[src/clockgen_defines.svh]
`ifndef CLOCKGEN_DEFINES_SVH
`define CLOCKGEN_DEFINES_SVH

// ==========================================================
// register indices (byte address is four times the index)
`define LOOP_CONTROL_IDX 16'hfe0b
`define BANDWIDTH_CONTROL_IDX 16'hfe0c
`define LOOP_PROGRAM_IDX 16'hfe0d

// ==========================================================
// loop control field positions
`define LC_IRQ_ENABLE_BIT 7
`define LC_CHANGE_FLAG_BIT 6
`define LC_POWER_ON_BIT 5
`define LC_BASE_SELECT_BIT 4
`define LC_UNUSED_ONES 4'hf

// ==========================================================
// bandwidth control field positions
`define BW_AUTO_BIT 7
`define BW_LOCK_BIT 6
`define BW_FILTER_MODE_BIT 5
`define BW_CRYSTAL_LOSS_BIT 4

// ==========================================================
// reset values
`define RST_POWER_ON 1'b1
`define RST_MULTIPLIER 4'h6
`define RST_VCO_RANGE 4'h6

// ==========================================================
// timing counts: source clock edges waited on a base clock switch
`define SWITCH_EDGES 2'h3

// ==========================================================
// axi responses
`define RESP_OKAY 2'h0
`define RESP_SLVERR 2'h2

`endif

[src/clockgen_pkg.sv]
package clockgen_pkg;
   // axi response code
   typedef logic [1:0] axi_resp_type;
   // base clock selector state
   typedef enum logic [0:0] {SEL_RUN, SEL_SWITCH} sel_state_type;
endpackage

[src/pll_clock_generator_control.sv]
// Operation
// - base clock is selected source halved
// - select 1 picks vco, 0 crystal
// - switch waits three crystal edges, plus three vco edges if loop runs, output frozen
// - select forced 0 if loop off/range zero
// - loop on held while select is 1
// - programming register locked while loop on
// - loop on bit resets to one
// - irq enable forced 0 in manual mode
// - change flag sets on lock toggle in auto mode
// - reading loop control clears change flag
// - interrupt is flag, enable and auto mode
// - low loop control bits read ones
// - auto bandwidth bit resets to manual
// - lock reads detector in auto, else 0
// - filter bit writable manual, status in auto
// - oscillator enable gates crystal and loop
// - multiplier zero means one, resets six
// - vco range resets to six
// - filter bit saved across auto mode
`timescale 1ns/1ps
`include "clockgen_defines.svh"

module pll_clock_generator_control #(
   parameter int ADDR_W = 18
) (
   // clock, reset, enable
   input wire logic aclk,
   input wire logic aresetn,
   input wire logic clk_en,
   // axi4-lite write address
   input wire logic [ADDR_W-1:0] awaddr,
   input wire logic [2:0] awprot,
   input wire logic awvalid,
   output logic awready,
   // axi4-lite write data
   input wire logic [31:0] wdata,
   input wire logic [3:0] wstrb,
   input wire logic wvalid,
   output logic wready,
   // axi4-lite write response
   output clockgen_pkg::axi_resp_type bresp,
   output logic bvalid,
   input wire logic bready,
   // axi4-lite read address
   input wire logic [ADDR_W-1:0] araddr,
   input wire logic [2:0] arprot,
   input wire logic arvalid,
   output logic arready,
   // axi4-lite read data
   output logic [31:0] rdata,
   output clockgen_pkg::axi_resp_type rresp,
   output logic rvalid,
   input wire logic rready,
   // source clocks and lock detector pins
   input wire logic crystal_clock,
   input wire logic vco_clock,
   input wire logic lock_detect_in,
   input wire logic track_detect_in,
   // system integration unit side
   input wire logic osc_enable_in,
   output logic base_clock_out,
   output logic clockgen_irq,
   // analog loop controls
   output logic osc_run_out,
   output logic loop_run_out,
   output logic [3:0] feedback_multiplier_out,
   output logic [3:0] vco_range_out,
   output logic filter_track_out,
   output logic auto_bandwidth_out
);
   import clockgen_pkg::*;

   // word index plus two byte bits must fit the address bus
   if (ADDR_W < 18) begin : g_addr_check
      $error("ADDR_W too small for the register map");
   end

   // ==========================================================
   // pin synchronizers
   // bit 0 crystal, 1 vco, 2 lock, 3 track
   logic [3:0] pin_raw; // raw pin levels
   logic [3:0] sync1_reg; // first stage, read only by second
   logic [3:0] sync2_reg; // second stage
   logic [3:0] sync3_reg; // third stage
   logic [3:0] pin_reg; // accepted level
   logic [3:0] pin_next; // level after this cycle
   logic [3:0] pin_rise; // accepted rising change

   assign pin_raw = {track_detect_in, lock_detect_in, vco_clock, crystal_clock};

   genvar gi;
   generate
      for (gi = 0; gi < 4; gi++) begin : g_sync
         // a change counts once stages two and three agree
         always_ff @(posedge aclk) begin
            if (!aresetn) begin
               sync1_reg[gi] <= 1'b0;
               sync2_reg[gi] <= 1'b0;
               sync3_reg[gi] <= 1'b0;
               pin_reg[gi] <= 1'b0;
            end else if (clk_en) begin
               sync1_reg[gi] <= pin_raw[gi];
               sync2_reg[gi] <= sync1_reg[gi];
               sync3_reg[gi] <= sync2_reg[gi];
               pin_reg[gi] <= pin_next[gi];
            end
         end
         assign pin_next[gi] = (sync2_reg[gi] == sync3_reg[gi]) ? sync2_reg[gi] : pin_reg[gi];
         assign pin_rise[gi] = pin_next[gi] & ~pin_reg[gi];
      end
   endgenerate

   // ==========================================================
   // control state
   logic irq_enable_reg; // lock interrupt enable
   logic change_flag_reg; // lock change flag
   logic power_on_reg; // loop power on
   logic select_reg; // base clock select
   logic auto_reg; // automatic bandwidth
   logic filter_manual_reg; // manual filter mode, kept across auto
   logic loss_reg; // crystal loss check pending
   logic [3:0] mult_reg; // feedback multiplier field
   logic [3:0] range_reg; // vco range field

   logic loop_run; // loop and vco really running
   logic crystal_edge; // gated crystal rising edge
   logic vco_edge; // gated vco rising edge
   logic lock_level; // accepted lock indicator
   logic lock_toggle; // any change of lock indicator

   // oscillator enable gates both sources
   assign osc_run_out = osc_enable_in;
   assign loop_run = osc_enable_in & power_on_reg & (range_reg != 4'h0);
   assign loop_run_out = loop_run;
   assign crystal_edge = pin_rise[0] & osc_enable_in;
   assign vco_edge = pin_rise[1] & loop_run;
   assign lock_level = pin_reg[2];
   assign lock_toggle = pin_next[2] ^ pin_reg[2];

   // zero multiplier acts as one
   assign feedback_multiplier_out = (mult_reg == 4'h0) ? 4'h1 : mult_reg;
   assign vco_range_out = range_reg;
   // in auto mode the detector drives the filter, else the manual bit
   assign filter_track_out = auto_reg ? pin_reg[3] : filter_manual_reg;
   assign auto_bandwidth_out = auto_reg;

   // ==========================================================
   // axi4-lite slave
   logic aw_hold_reg; // write address captured
   logic w_hold_reg; // write data captured
   logic [ADDR_W-1:0] waddr_reg; // captured write address
   logic [7:0] wbyte_reg; // captured low data byte
   logic wlane_reg; // low byte lane strobe
   logic bvalid_reg; // write response pending
   axi_resp_type bresp_reg; // write response code
   logic rvalid_reg; // read data pending
   axi_resp_type rresp_reg; // read response code
   logic [31:0] rdata_reg; // read data
   logic do_write; // perform captured write this cycle
   logic do_read; // read address taken this cycle
   logic [ADDR_W-3:0] wword; // write word index
   logic [ADDR_W-3:0] rword; // read word index
   logic wr_lc; // write hits loop control
   logic wr_bw; // write hits bandwidth control
   logic wr_pg; // write hits loop programming
   logic rd_lc; // read hits loop control
   logic rd_hit; // read hits any register
   logic [7:0] rd_byte; // read mux value

   // ready outputs are combinational and held low while disabled, valid and response outputs are registered
   assign awready = clk_en & ~aw_hold_reg & ~bvalid_reg;
   assign wready = clk_en & ~w_hold_reg & ~bvalid_reg;
   assign arready = clk_en & ~rvalid_reg;
   assign bvalid = bvalid_reg;
   assign bresp = bresp_reg;
   assign rvalid = rvalid_reg;
   assign rresp = rresp_reg;
   assign rdata = rdata_reg;

   assign do_write = clk_en & aw_hold_reg & w_hold_reg & ~bvalid_reg;
   assign do_read = arvalid & arready;
   assign wword = waddr_reg[ADDR_W-1:2];
   assign rword = araddr[ADDR_W-1:2];
   assign wr_lc = do_write & wlane_reg & (wword == (ADDR_W-2)'(`LOOP_CONTROL_IDX));
   assign wr_bw = do_write & wlane_reg & (wword == (ADDR_W-2)'(`BANDWIDTH_CONTROL_IDX));
   assign wr_pg = do_write & wlane_reg & (wword == (ADDR_W-2)'(`LOOP_PROGRAM_IDX));
   assign rd_lc = do_read & (rword == (ADDR_W-2)'(`LOOP_CONTROL_IDX));

   // address and data may arrive in either order
   always_ff @(posedge aclk) begin
      if (!aresetn) begin
         aw_hold_reg <= 1'b0;
         w_hold_reg <= 1'b0;
         waddr_reg <= '0;
         wbyte_reg <= 8'h00;
         wlane_reg <= 1'b0;
      end else if (clk_en) begin
         if (awvalid && awready) begin
            aw_hold_reg <= 1'b1;
            waddr_reg <= awaddr;
         end else if (do_write) begin
            aw_hold_reg <= 1'b0;
         end
         if (wvalid && wready) begin
            w_hold_reg <= 1'b1;
            wbyte_reg <= wdata[7:0];
            wlane_reg <= wstrb[0];
         end else if (do_write) begin
            w_hold_reg <= 1'b0;
         end
      end
   end

   // write response, unmapped words answer slave error
   always_ff @(posedge aclk) begin
      if (!aresetn) begin
         bvalid_reg <= 1'b0;
         bresp_reg <= `RESP_OKAY;
      end else if (clk_en) begin
         if (do_write) begin
            bvalid_reg <= 1'b1;
            if (wword == (ADDR_W-2)'(`LOOP_CONTROL_IDX) || wword == (ADDR_W-2)'(`BANDWIDTH_CONTROL_IDX) ||
                wword == (ADDR_W-2)'(`LOOP_PROGRAM_IDX)) begin
               bresp_reg <= `RESP_OKAY;
            end else begin
               bresp_reg <= `RESP_SLVERR;
            end
         end else if (bready) begin
            bvalid_reg <= 1'b0;
         end
      end
   end

   // read mux, upper data bits read zero
   always_comb begin
      rd_byte = 8'h00;
      rd_hit = 1'b1;
      if (rword == (ADDR_W-2)'(`LOOP_CONTROL_IDX)) begin
         rd_byte[`LC_IRQ_ENABLE_BIT] = irq_enable_reg;
         rd_byte[`LC_CHANGE_FLAG_BIT] = change_flag_reg & auto_reg;
         rd_byte[`LC_POWER_ON_BIT] = power_on_reg;
         rd_byte[`LC_BASE_SELECT_BIT] = select_reg;
         rd_byte[3:0] = `LC_UNUSED_ONES;
      end else if (rword == (ADDR_W-2)'(`BANDWIDTH_CONTROL_IDX)) begin
         rd_byte[`BW_AUTO_BIT] = auto_reg;
         rd_byte[`BW_LOCK_BIT] = auto_reg & lock_level;
         rd_byte[`BW_FILTER_MODE_BIT] = auto_reg ? pin_reg[3] : filter_manual_reg;
         rd_byte[`BW_CRYSTAL_LOSS_BIT] = loss_reg & select_reg;
         rd_byte[3:0] = 4'h0;
      end else if (rword == (ADDR_W-2)'(`LOOP_PROGRAM_IDX)) begin
         rd_byte = {mult_reg, range_reg};
      end else begin
         rd_hit = 1'b0;
      end
   end

   // read data is registered one cycle after the address
   always_ff @(posedge aclk) begin
      if (!aresetn) begin
         rvalid_reg <= 1'b0;
         rresp_reg <= `RESP_OKAY;
         rdata_reg <= 32'h0000_0000;
      end else if (clk_en) begin
         if (do_read) begin
            rvalid_reg <= 1'b1;
            rdata_reg <= {24'h00_0000, rd_byte};
            rresp_reg <= rd_hit ? `RESP_OKAY : `RESP_SLVERR;
         end else if (rready) begin
            rvalid_reg <= 1'b0;
         end
      end
   end

   // ==========================================================
   // loop control register
   // the interlocks use the old bits, so selecting the vco from off takes two writes
   always_ff @(posedge aclk) begin
      if (!aresetn) begin
         power_on_reg <= `RST_POWER_ON;
         select_reg <= 1'b0;
         irq_enable_reg <= 1'b0;
      end else if (clk_en) begin
         if (select_reg) begin
            power_on_reg <= 1'b1;
         end else if (wr_lc) begin
            power_on_reg <= wbyte_reg[`LC_POWER_ON_BIT];
         end
         if (!power_on_reg || range_reg == 4'h0) begin
            select_reg <= 1'b0;
         end else if (wr_lc) begin
            select_reg <= wbyte_reg[`LC_BASE_SELECT_BIT];
         end
         if (!auto_reg) begin
            irq_enable_reg <= 1'b0;
         end else if (wr_lc) begin
            irq_enable_reg <= wbyte_reg[`LC_IRQ_ENABLE_BIT];
         end
      end
   end

   // lock change flag: a toggle in the clearing cycle still sets it
   always_ff @(posedge aclk) begin
      if (!aresetn) begin
         change_flag_reg <= 1'b0;
      end else if (clk_en) begin
         if (!auto_reg) begin
            change_flag_reg <= 1'b0;
         end else if (lock_toggle) begin
            change_flag_reg <= 1'b1;
         end else if (rd_lc) begin
            change_flag_reg <= 1'b0;
         end
      end
   end

   assign clockgen_irq = change_flag_reg & irq_enable_reg & auto_reg;

   // ==========================================================
   // bandwidth control register
   // software must clear the manual filter bit before powering the loop
   always_ff @(posedge aclk) begin
      if (!aresetn) begin
         auto_reg <= 1'b0;
         filter_manual_reg <= 1'b0;
         loss_reg <= 1'b0;
      end else if (clk_en) begin
         if (wr_bw) begin
            auto_reg <= wbyte_reg[`BW_AUTO_BIT];
         end
         // manual value is only touched while manual, so auto mode keeps it
         if (wr_bw && !auto_reg) begin
            filter_manual_reg <= wbyte_reg[`BW_FILTER_MODE_BIT];
         end
         // loss check: armed by a one, cleared by any crystal edge
         if (!select_reg) begin
            loss_reg <= 1'b0;
         end else if (crystal_edge) begin
            loss_reg <= 1'b0;
         end else if (wr_bw && wbyte_reg[`BW_CRYSTAL_LOSS_BIT]) begin
            loss_reg <= 1'b1;
         end
      end
   end

   // ==========================================================
   // loop programming register
   always_ff @(posedge aclk) begin
      if (!aresetn) begin
         mult_reg <= `RST_MULTIPLIER;
         range_reg <= `RST_VCO_RANGE;
      end else if (clk_en) begin
         if (wr_pg && !power_on_reg) begin
            mult_reg <= wbyte_reg[7:4];
            range_reg <= wbyte_reg[3:0];
         end
      end
   end

   // ==========================================================
   // base clock selector
   // sources are sampled on aclk, so each must stay below a quarter of its rate
   sel_state_type sel_state_reg; // selector state
   logic source_reg; // source now driving the output
   logic [1:0] xcount_reg; // crystal edges seen while switching
   logic [1:0] vcount_reg; // vco edges seen while switching
   logic base_reg; // halved clock
   logic source_edge; // rising edge of the active source

   assign source_edge = source_reg ? vco_edge : crystal_edge;
   assign base_clock_out = base_reg;

   // switch state machine
   always_ff @(posedge aclk) begin
      if (!aresetn) begin
         sel_state_reg <= SEL_RUN;
         source_reg <= 1'b0;
         xcount_reg <= 2'h0;
         vcount_reg <= 2'h0;
      end else if (clk_en) begin
         case (sel_state_reg)
            SEL_RUN: begin
               xcount_reg <= 2'h0;
               vcount_reg <= 2'h0;
               if (select_reg != source_reg) begin
                  sel_state_reg <= SEL_SWITCH;
               end
            end
            SEL_SWITCH: begin
               if (crystal_edge && xcount_reg != `SWITCH_EDGES) begin
                  xcount_reg <= xcount_reg + 2'h1;
               end
               if (vco_edge && vcount_reg != `SWITCH_EDGES) begin
                  vcount_reg <= vcount_reg + 2'h1;
               end
               // a select that returns to the old source ends the wait
               if (select_reg == source_reg) begin
                  sel_state_reg <= SEL_RUN;
               end else if (xcount_reg == `SWITCH_EDGES && (vcount_reg == `SWITCH_EDGES || !loop_run)) begin
                  source_reg <= select_reg;
                  sel_state_reg <= SEL_RUN;
               end
            end
            default: begin
               sel_state_reg <= SEL_RUN;
            end
         endcase
      end
   end

   // halving gives an even duty cycle whatever the source duty
   always_ff @(posedge aclk) begin
      if (!aresetn) begin
         base_reg <= 1'b0;
      end else if (clk_en) begin
         if (sel_state_reg == SEL_RUN && source_edge) begin
            base_reg <= ~base_reg;
         end
      end
   end

   // protection bits are accepted and not used
   logic unused_prot;
   assign unused_prot = ^{awprot, arprot, wdata[31:8], wstrb[3:1]};

endmodule

[config.mk]
export PLATFORM = sky130hd
export DESIGN_NAME = pll_clock_generator_control
export DESIGN_NICKNAME = d
export VERILOG_FILES = /design/src/clockgen_pkg.sv /design/src/pll_clock_generator_control.sv
export VERILOG_INCLUDE_DIRS = /design/src /design/src/src
export SDC_FILE = /design/constraint.sdc
export NUM_CORES = 1
export LEC_CHECK = 0
export BUFFER_PORTS_ARGS = -buffer_cell sky130_fd_sc_hd__buf_2
export CORE_UTILIZATION = 49
export DETAILED_ROUTE_END_ITERATION = 6
export GPL_ROUTABILITY_DRIVEN = 0
export GPL_TIMING_DRIVEN = 0
export HOLD_SLACK_MARGIN = 0.03
export PLACE_DENSITY = 0.87
export SETUP_SLACK_MARGIN = 0.15
export SYNTH_ARGS = -nofsm -noshare
export SYNTH_HDL_FRONTEND = slang
export SYNTH_SLANG_ARGS = --single-unit
[constraint.sdc]
create_clock -name aclk -period 1.8 [get_ports aclk]
set_input_delay 0.36 -clock aclk [delete_from_list [all_inputs] [get_ports aclk]]
set_output_delay 0.36 -clock aclk [all_outputs]
set_load 0.1 [all_outputs]
# After elaboration in Yosys (flattened, before gate mapping)
# Index checks and enable logic that the tools add are counted.
[op_classes]
n_reduce_logical = 46
bitwise_logic = 35
n_addsub = 2
mux = 41
n_eq_ne = 21
[ops]
columns = ["operator", "n"]
rows = [
  ["16-bit == test (second input constant)", 6],
  ["2-bit AND reduction", 20],
  ["1-bit 2-to-1 mux", 30],
  ["1-bit AND", 25],
  ["8-bit 2-to-1 mux", 3],
  ["2-bit nonzero test", 6],
  ["1-bit logical AND", 9],
  ["1-bit NOT", 9],
  ["4-bit logical NOT", 2],
  ["2-bit 2-to-1 mux", 4],
  ["2-bit case mux with 2 select lines", 2],
  ["2-bit by 1-bit != test with 1-bit output (second input constant)", 3],
  ["3-bit by 1-bit != test with 1-bit output (second input constant)", 2],
  ["1-bit == test", 5],
  ["2-bit by 1-bit adder with 2-bit output (second input constant)", 2],
  ["2-bit == test (second input constant)", 2],
  ["1-bit logical OR", 4],
  ["4-bit 2-to-1 mux", 1],
  ["2-bit != test (second input constant)", 2],
  ["4-bit AND reduction", 1],
  ["4-bit nonzero test", 1],
  ["1-bit logical NOT", 3],
  ["1-bit case mux with 2 select lines", 1],
  ["1-bit != test", 1],
  ["1-bit XOR", 1],
]
[word_totals]
regBits = 81
wordCells = 185

# Depth between registers and ports, before layout
[logic_depth]
depth_word = 9
mapped_depth = 6

# Worst setup path before layout
# No wires, ideal clock.
[synth_path]
path_kind = "register to register"
start = "reg bvalid_reg, in the netlist bvalid"
end = "reg waddr_reg[10]"
arrival_time_ns = 4.088
period_less_slack_ns = 4.205
setup_slack_ns = -2.405
setup_time_ns = 0.116
stages_incl_launch_ff = 6
cell_sequence = "dfxtp_1 nor3b_1 nand2_1 clkbuf_1 nand2_1 a21boi_1"
[synth_via]
elab_chain_len = 4
[synth_lines]
columns = ["item", "line", "rtl"]
rows = [
  ["start, declared", "pll_clock_generator_control.sv:155", "logic bvalid_reg;"],
  ["start signal, assigned", "pll_clock_generator_control.sv:218", "bvalid_reg <= 1'b0;"],
  ["start signal, assigned", "pll_clock_generator_control.sv:222", "bvalid_reg <= 1'b1;"],
  ["start signal, assigned", "pll_clock_generator_control.sv:230", "bvalid_reg <= 1'b0;"],
  ["1-bit NOT", "pll_clock_generator_control.sv:172", "assign awready = clk_en & ~aw_hold_reg & ~bvalid_reg;"],
  ["1-bit AND", "pll_clock_generator_control.sv:172", ""],
  ["named net awready", "pll_clock_generator_control.sv:35", "output logic awready,"],
  ["1-bit logical AND", "pll_clock_generator_control.sv:199", "if (awvalid && awready) begin"],
  ["2-bit AND reduction (no source line)", "-", ""],
  ["end signal, assigned", "pll_clock_generator_control.sv:201", "waddr_reg <= awaddr;"],
  ["end, declared", "pll_clock_generator_control.sv:152", "logic [ADDR_W-1:0] waddr_reg;"],
]
# The timed path passes the listed nets, and every way through them passes these cells.
# A chain may end at the register's enable or synchronous reset.

# Final worst setup path
[layout_path]
start = "reg range_reg[2], in the netlist vco_range_out[2]"
end = "out loop_run_out"
[layout_via]
elab_chain_len = 2
[layout_lines]
columns = ["item", "line", "rtl"]
rows = [
  ["start, declared", "pll_clock_generator_control.sv:124", "logic [3:0] range_reg;"],
  ["start signal, assigned", "pll_clock_generator_control.sv:351", "range_reg <= `RST_VCO_RANGE;"],
  ["start signal, assigned", "pll_clock_generator_control.sv:355", "range_reg <= wbyte_reg[3:0];"],
  ["4-bit nonzero test", "pll_clock_generator_control.sv:134", "assign loop_run = osc_enable_in & power_on_reg & (range_reg != 4'h0);"],
  ["1-bit AND", "pll_clock_generator_control.sv:134", ""],
  ["end, declared", "pll_clock_generator_control.sv:66", "output logic loop_run_out,"],
]
# No other way between the ends.

==> results.py <==
metrics = {
    "worst_setup_path": {
        "r2r-start": "vco_range_out[2]",
        "cp-start-kind": "register",
        "cp_data_arrival_time_ps": 1610,
        "path_class": "register to output port",
        "critPathLaunch": "vco_range_out[2]",
        "crit_path_max_fanout": 4,
        "cp-end-kind": "output port",
        "cp.required_ps": 1440,
    },
    "synth": {
        "yosys.area.top_type": "dfxtp_1",
        "synth_edf_count": 0,
        "ys_types": 59,
        "yosysWarningCount": 0,
        "ys_seq_elements": 77,
        "synth_area_sq_um": 3770,
        "yosysTopAreaCellShare": 0.409,
        "synth_cells": 440,
        "async_flop_share": 0,
        "postSynthAreaPerCell_sq_um": 8.57,
        "synth_area_leaders": "dfxtp_1 (41%), nand2_1 (9.1%), mux2i_1 (6.6%)",
        "synthFlopType": "dfxtp_1",
        "ys_seq_area_frac": 0.409,
    },
    "timing": {
        "finalClockSkew_ps": 11.4,
        "period_share": 1.09,
        "worst_slew_pin_slew_ps": 609,
        "setup_viol": 1,
        "finalSetupTns_ps": -168,
        "timing.slew.headroom": 0.594,
        "max_freq_ghz": 0.508,
        "finalMaxSlewViolations": 0,
        "final.min_clock_period_ps": 1970,
        "setup_slack_ps": -168,
        "rsz0062_at_grt": "yes",
        "hold_viol": 0,
    },
    "floorplanning": {
        "io_pins": 146,
        "initial_utilization": 0.514,
        "die-area_sq_um": 8050,
        "rows": 31,
        "die_y_um": 89.7,
        "coreArea_sq_um": 7330,
        "die_w_um": 89.7,
    },
    "route": {
        "viasPerCell": 5.24,
        "wl_met1_mm": 3.95,
        "wl_mm": 9.49,
        "via_count": 3519,
        "drt.antenna.violating_nets": 0,
        "wl_met2_mm": 4.60,
        "drtPass1Iterations": 5,
        "route.met3.wl_um": 741,
        "routed.top_layer": "met4",
        "drc": 0,
        "wl_per_cell_um": 14.1,
        "drt-initial-drc-count": 244,
    },
    "clocking": {
        "cts_tree": "done",
        "cts_buffer_depth": 2,
        "htreeDepth": 3,
        "insertion_delay_ps": 370,
        "cts-root-buf": "clkbuf_8",
        "cts_buffers": 9,
        "clock-sinks": 77,
        "path_clk_slew_ps": 80,
    },
    "final_layout": {
        "drive_above_1_share": 0.306,
        "final_net_count": 660,
        "areaGrowthSynthToFinish_pct": 30.8,
        "final_util": 0.673,
        "final_cell_mix": "nand2_1 (88), buf_2 (74), dfxtp_1 (64)",
        "largest_register_ff_count": 16,
        "stdcell_count": 671,
        "antenna_cells": 0,
        "final_common_cell": "nand2_1",
        "nFillCells": 595,
        "final_area_sq_um": 4930,
    },
    "placed_design": {
        "dp_cells": 645,
        "placed_area_sq_um": 4510,
        "dp_hpwl_mm": 6.86,
        "port_buffers": 81,
    },
    "global_route": {
        "grt_remaining_overflow": 0,
        "antenna_found_initial": 0,
        "grt_pass1_vias": 3255,
        "grt_start_max_net_pins": 14,
        "grt_pass1_wl_mm": 15.3,
        "track_usage": 0.239,
    },
    "power_and_ir_drop": {
        "cellPowerDensity_nw_per_um2": 790,
        "power.leakage_nw": 2.06,
        "ir_worst_vdd_v": 0.000561,
    },
    "hold_path": {
        "hp-start": "wdata[1]",
        "hp-class": "primary input to register",
    },
    "status": {
        "violations": "setup timing",
        "status": "complete, but fails checks",
    },
    "run": {
        "max-cap-violations": 0,
    },
}
[where the power goes]
part	total [W]	leakage (nW)	switching, W	internal (W)
logic	0.000794	1.34	0.000580	0.000214
clock network	0.00131	0.0941	0.000644	0.000662
registers	0.00179	0.630	0.0000464	0.00175
[per-layer routing]
metal	up-vias	global-route usage
li1	1732	-
met1	1605	0.278
met2	167	0.410
met3	15	0.0609
met4	0	0.112
met5	-	0
[metrics by stage]
| stage | hold WS [ps] | power [W] | worst slack, ps |
|---|---|---|---|
| after floorplan | 428 | 0.00245 | -282 |
| after detailed placement | 447 | 0.00260 | -219 |
| final | 228 | 0.00389 | -168 |
| after CTS | 224 | 0.00389 | -143 |
| after global placement | 437 | 0.00259 | -148 |
| after global routing | 226 | 0.00404 | -213 |
[synthesized netlist by cell type (2+ instances only)]
library cell  instances
a21boi_0             14
a21boi_1             19
a21o_1                4
a21oi_1              14
a221oi_1              2
and2_1                7
and3_1                5
and3b_1               2
and4b_1               2
buf_1                 3
buf_2                 2
buf_4                27
clkbuf_1             19
dfxtp_1              77
ha_1                  2
inv_1                 4
mux2i_1              25
nand2_1              91
nand2b_1              5
nand3_1               6
nand3b_1              7
nand4_1               7
nand4b_1              4
nor2_1                9
nor2b_1              21
nor3_1                3
nor3b_1               2
nor4_1                3
nor4_2                2
nor4bb_1              2
o21ai_0              19
o22ai_1               2
o31ai_1               3
[final cells by class]
| cell class | count | area, sq um | area share |
|---|---|---|---|
| Multi-Input combinational cell | 332 | 2100 | 0.426 |
| Sequential cell | 77 | 1580 | 0.319 |
| Timing Repair Buffer | 91 | 561 | 0.114 |
| Buffer | 51 | 347 | 0.0703 |
| Clock buffer | 14 | 184 | 0.0373 |
| Tap cell | 99 | 124 | 0.0251 |
| Inverter | 5 | 27.5 | 0.00558 |
| Clock inverter | 2 | 15.0 | 0.00304 |
[what timing repair did]
item,in CTS,in global routing
buffers inserted,7,3
pin swaps,3,4
hold buffers,0,0
cloned,0,0
resized for setup,26,13
setup endpoints to repair,18,26
[path summary, 6_finish.rpt]
check / to / slack, ps / depth (start not counted)
worst max-delay path: loop_run_out / -170 / 4
worst min-delay path: wbyte_reg[1] / 230 / 3
worst max register to register: sel_state_reg / 200 / 5
worst min register to register: waddr_reg[13] / 460 / 2
[cells by family (layout without fill, tap and decap cells)]
logic type / Yosys count / after routing / share of synthesized area
compound gates: 88 / 88 / 0.155
xor+xnor: 1 / 1 / 0.00232
fa+ha+maj: 2 / 2 / 0.00664
buf+inv: 56 / 163 / 0.0833
flops: 77 / 77 / 0.409
mux: 26 / 26 / 0.0694
other cells: 1 / 26 / 0.000995
simple gates: 189 / 189 / 0.273
[critical path: stages (launching register included)]
cell	delay (ps)
dfxtp_4	360
o41a_1	480
nand2_2	120
clkinvlp_4	100
buf_12	170
No activity file was read; power rests on OpenSTA's default activity.
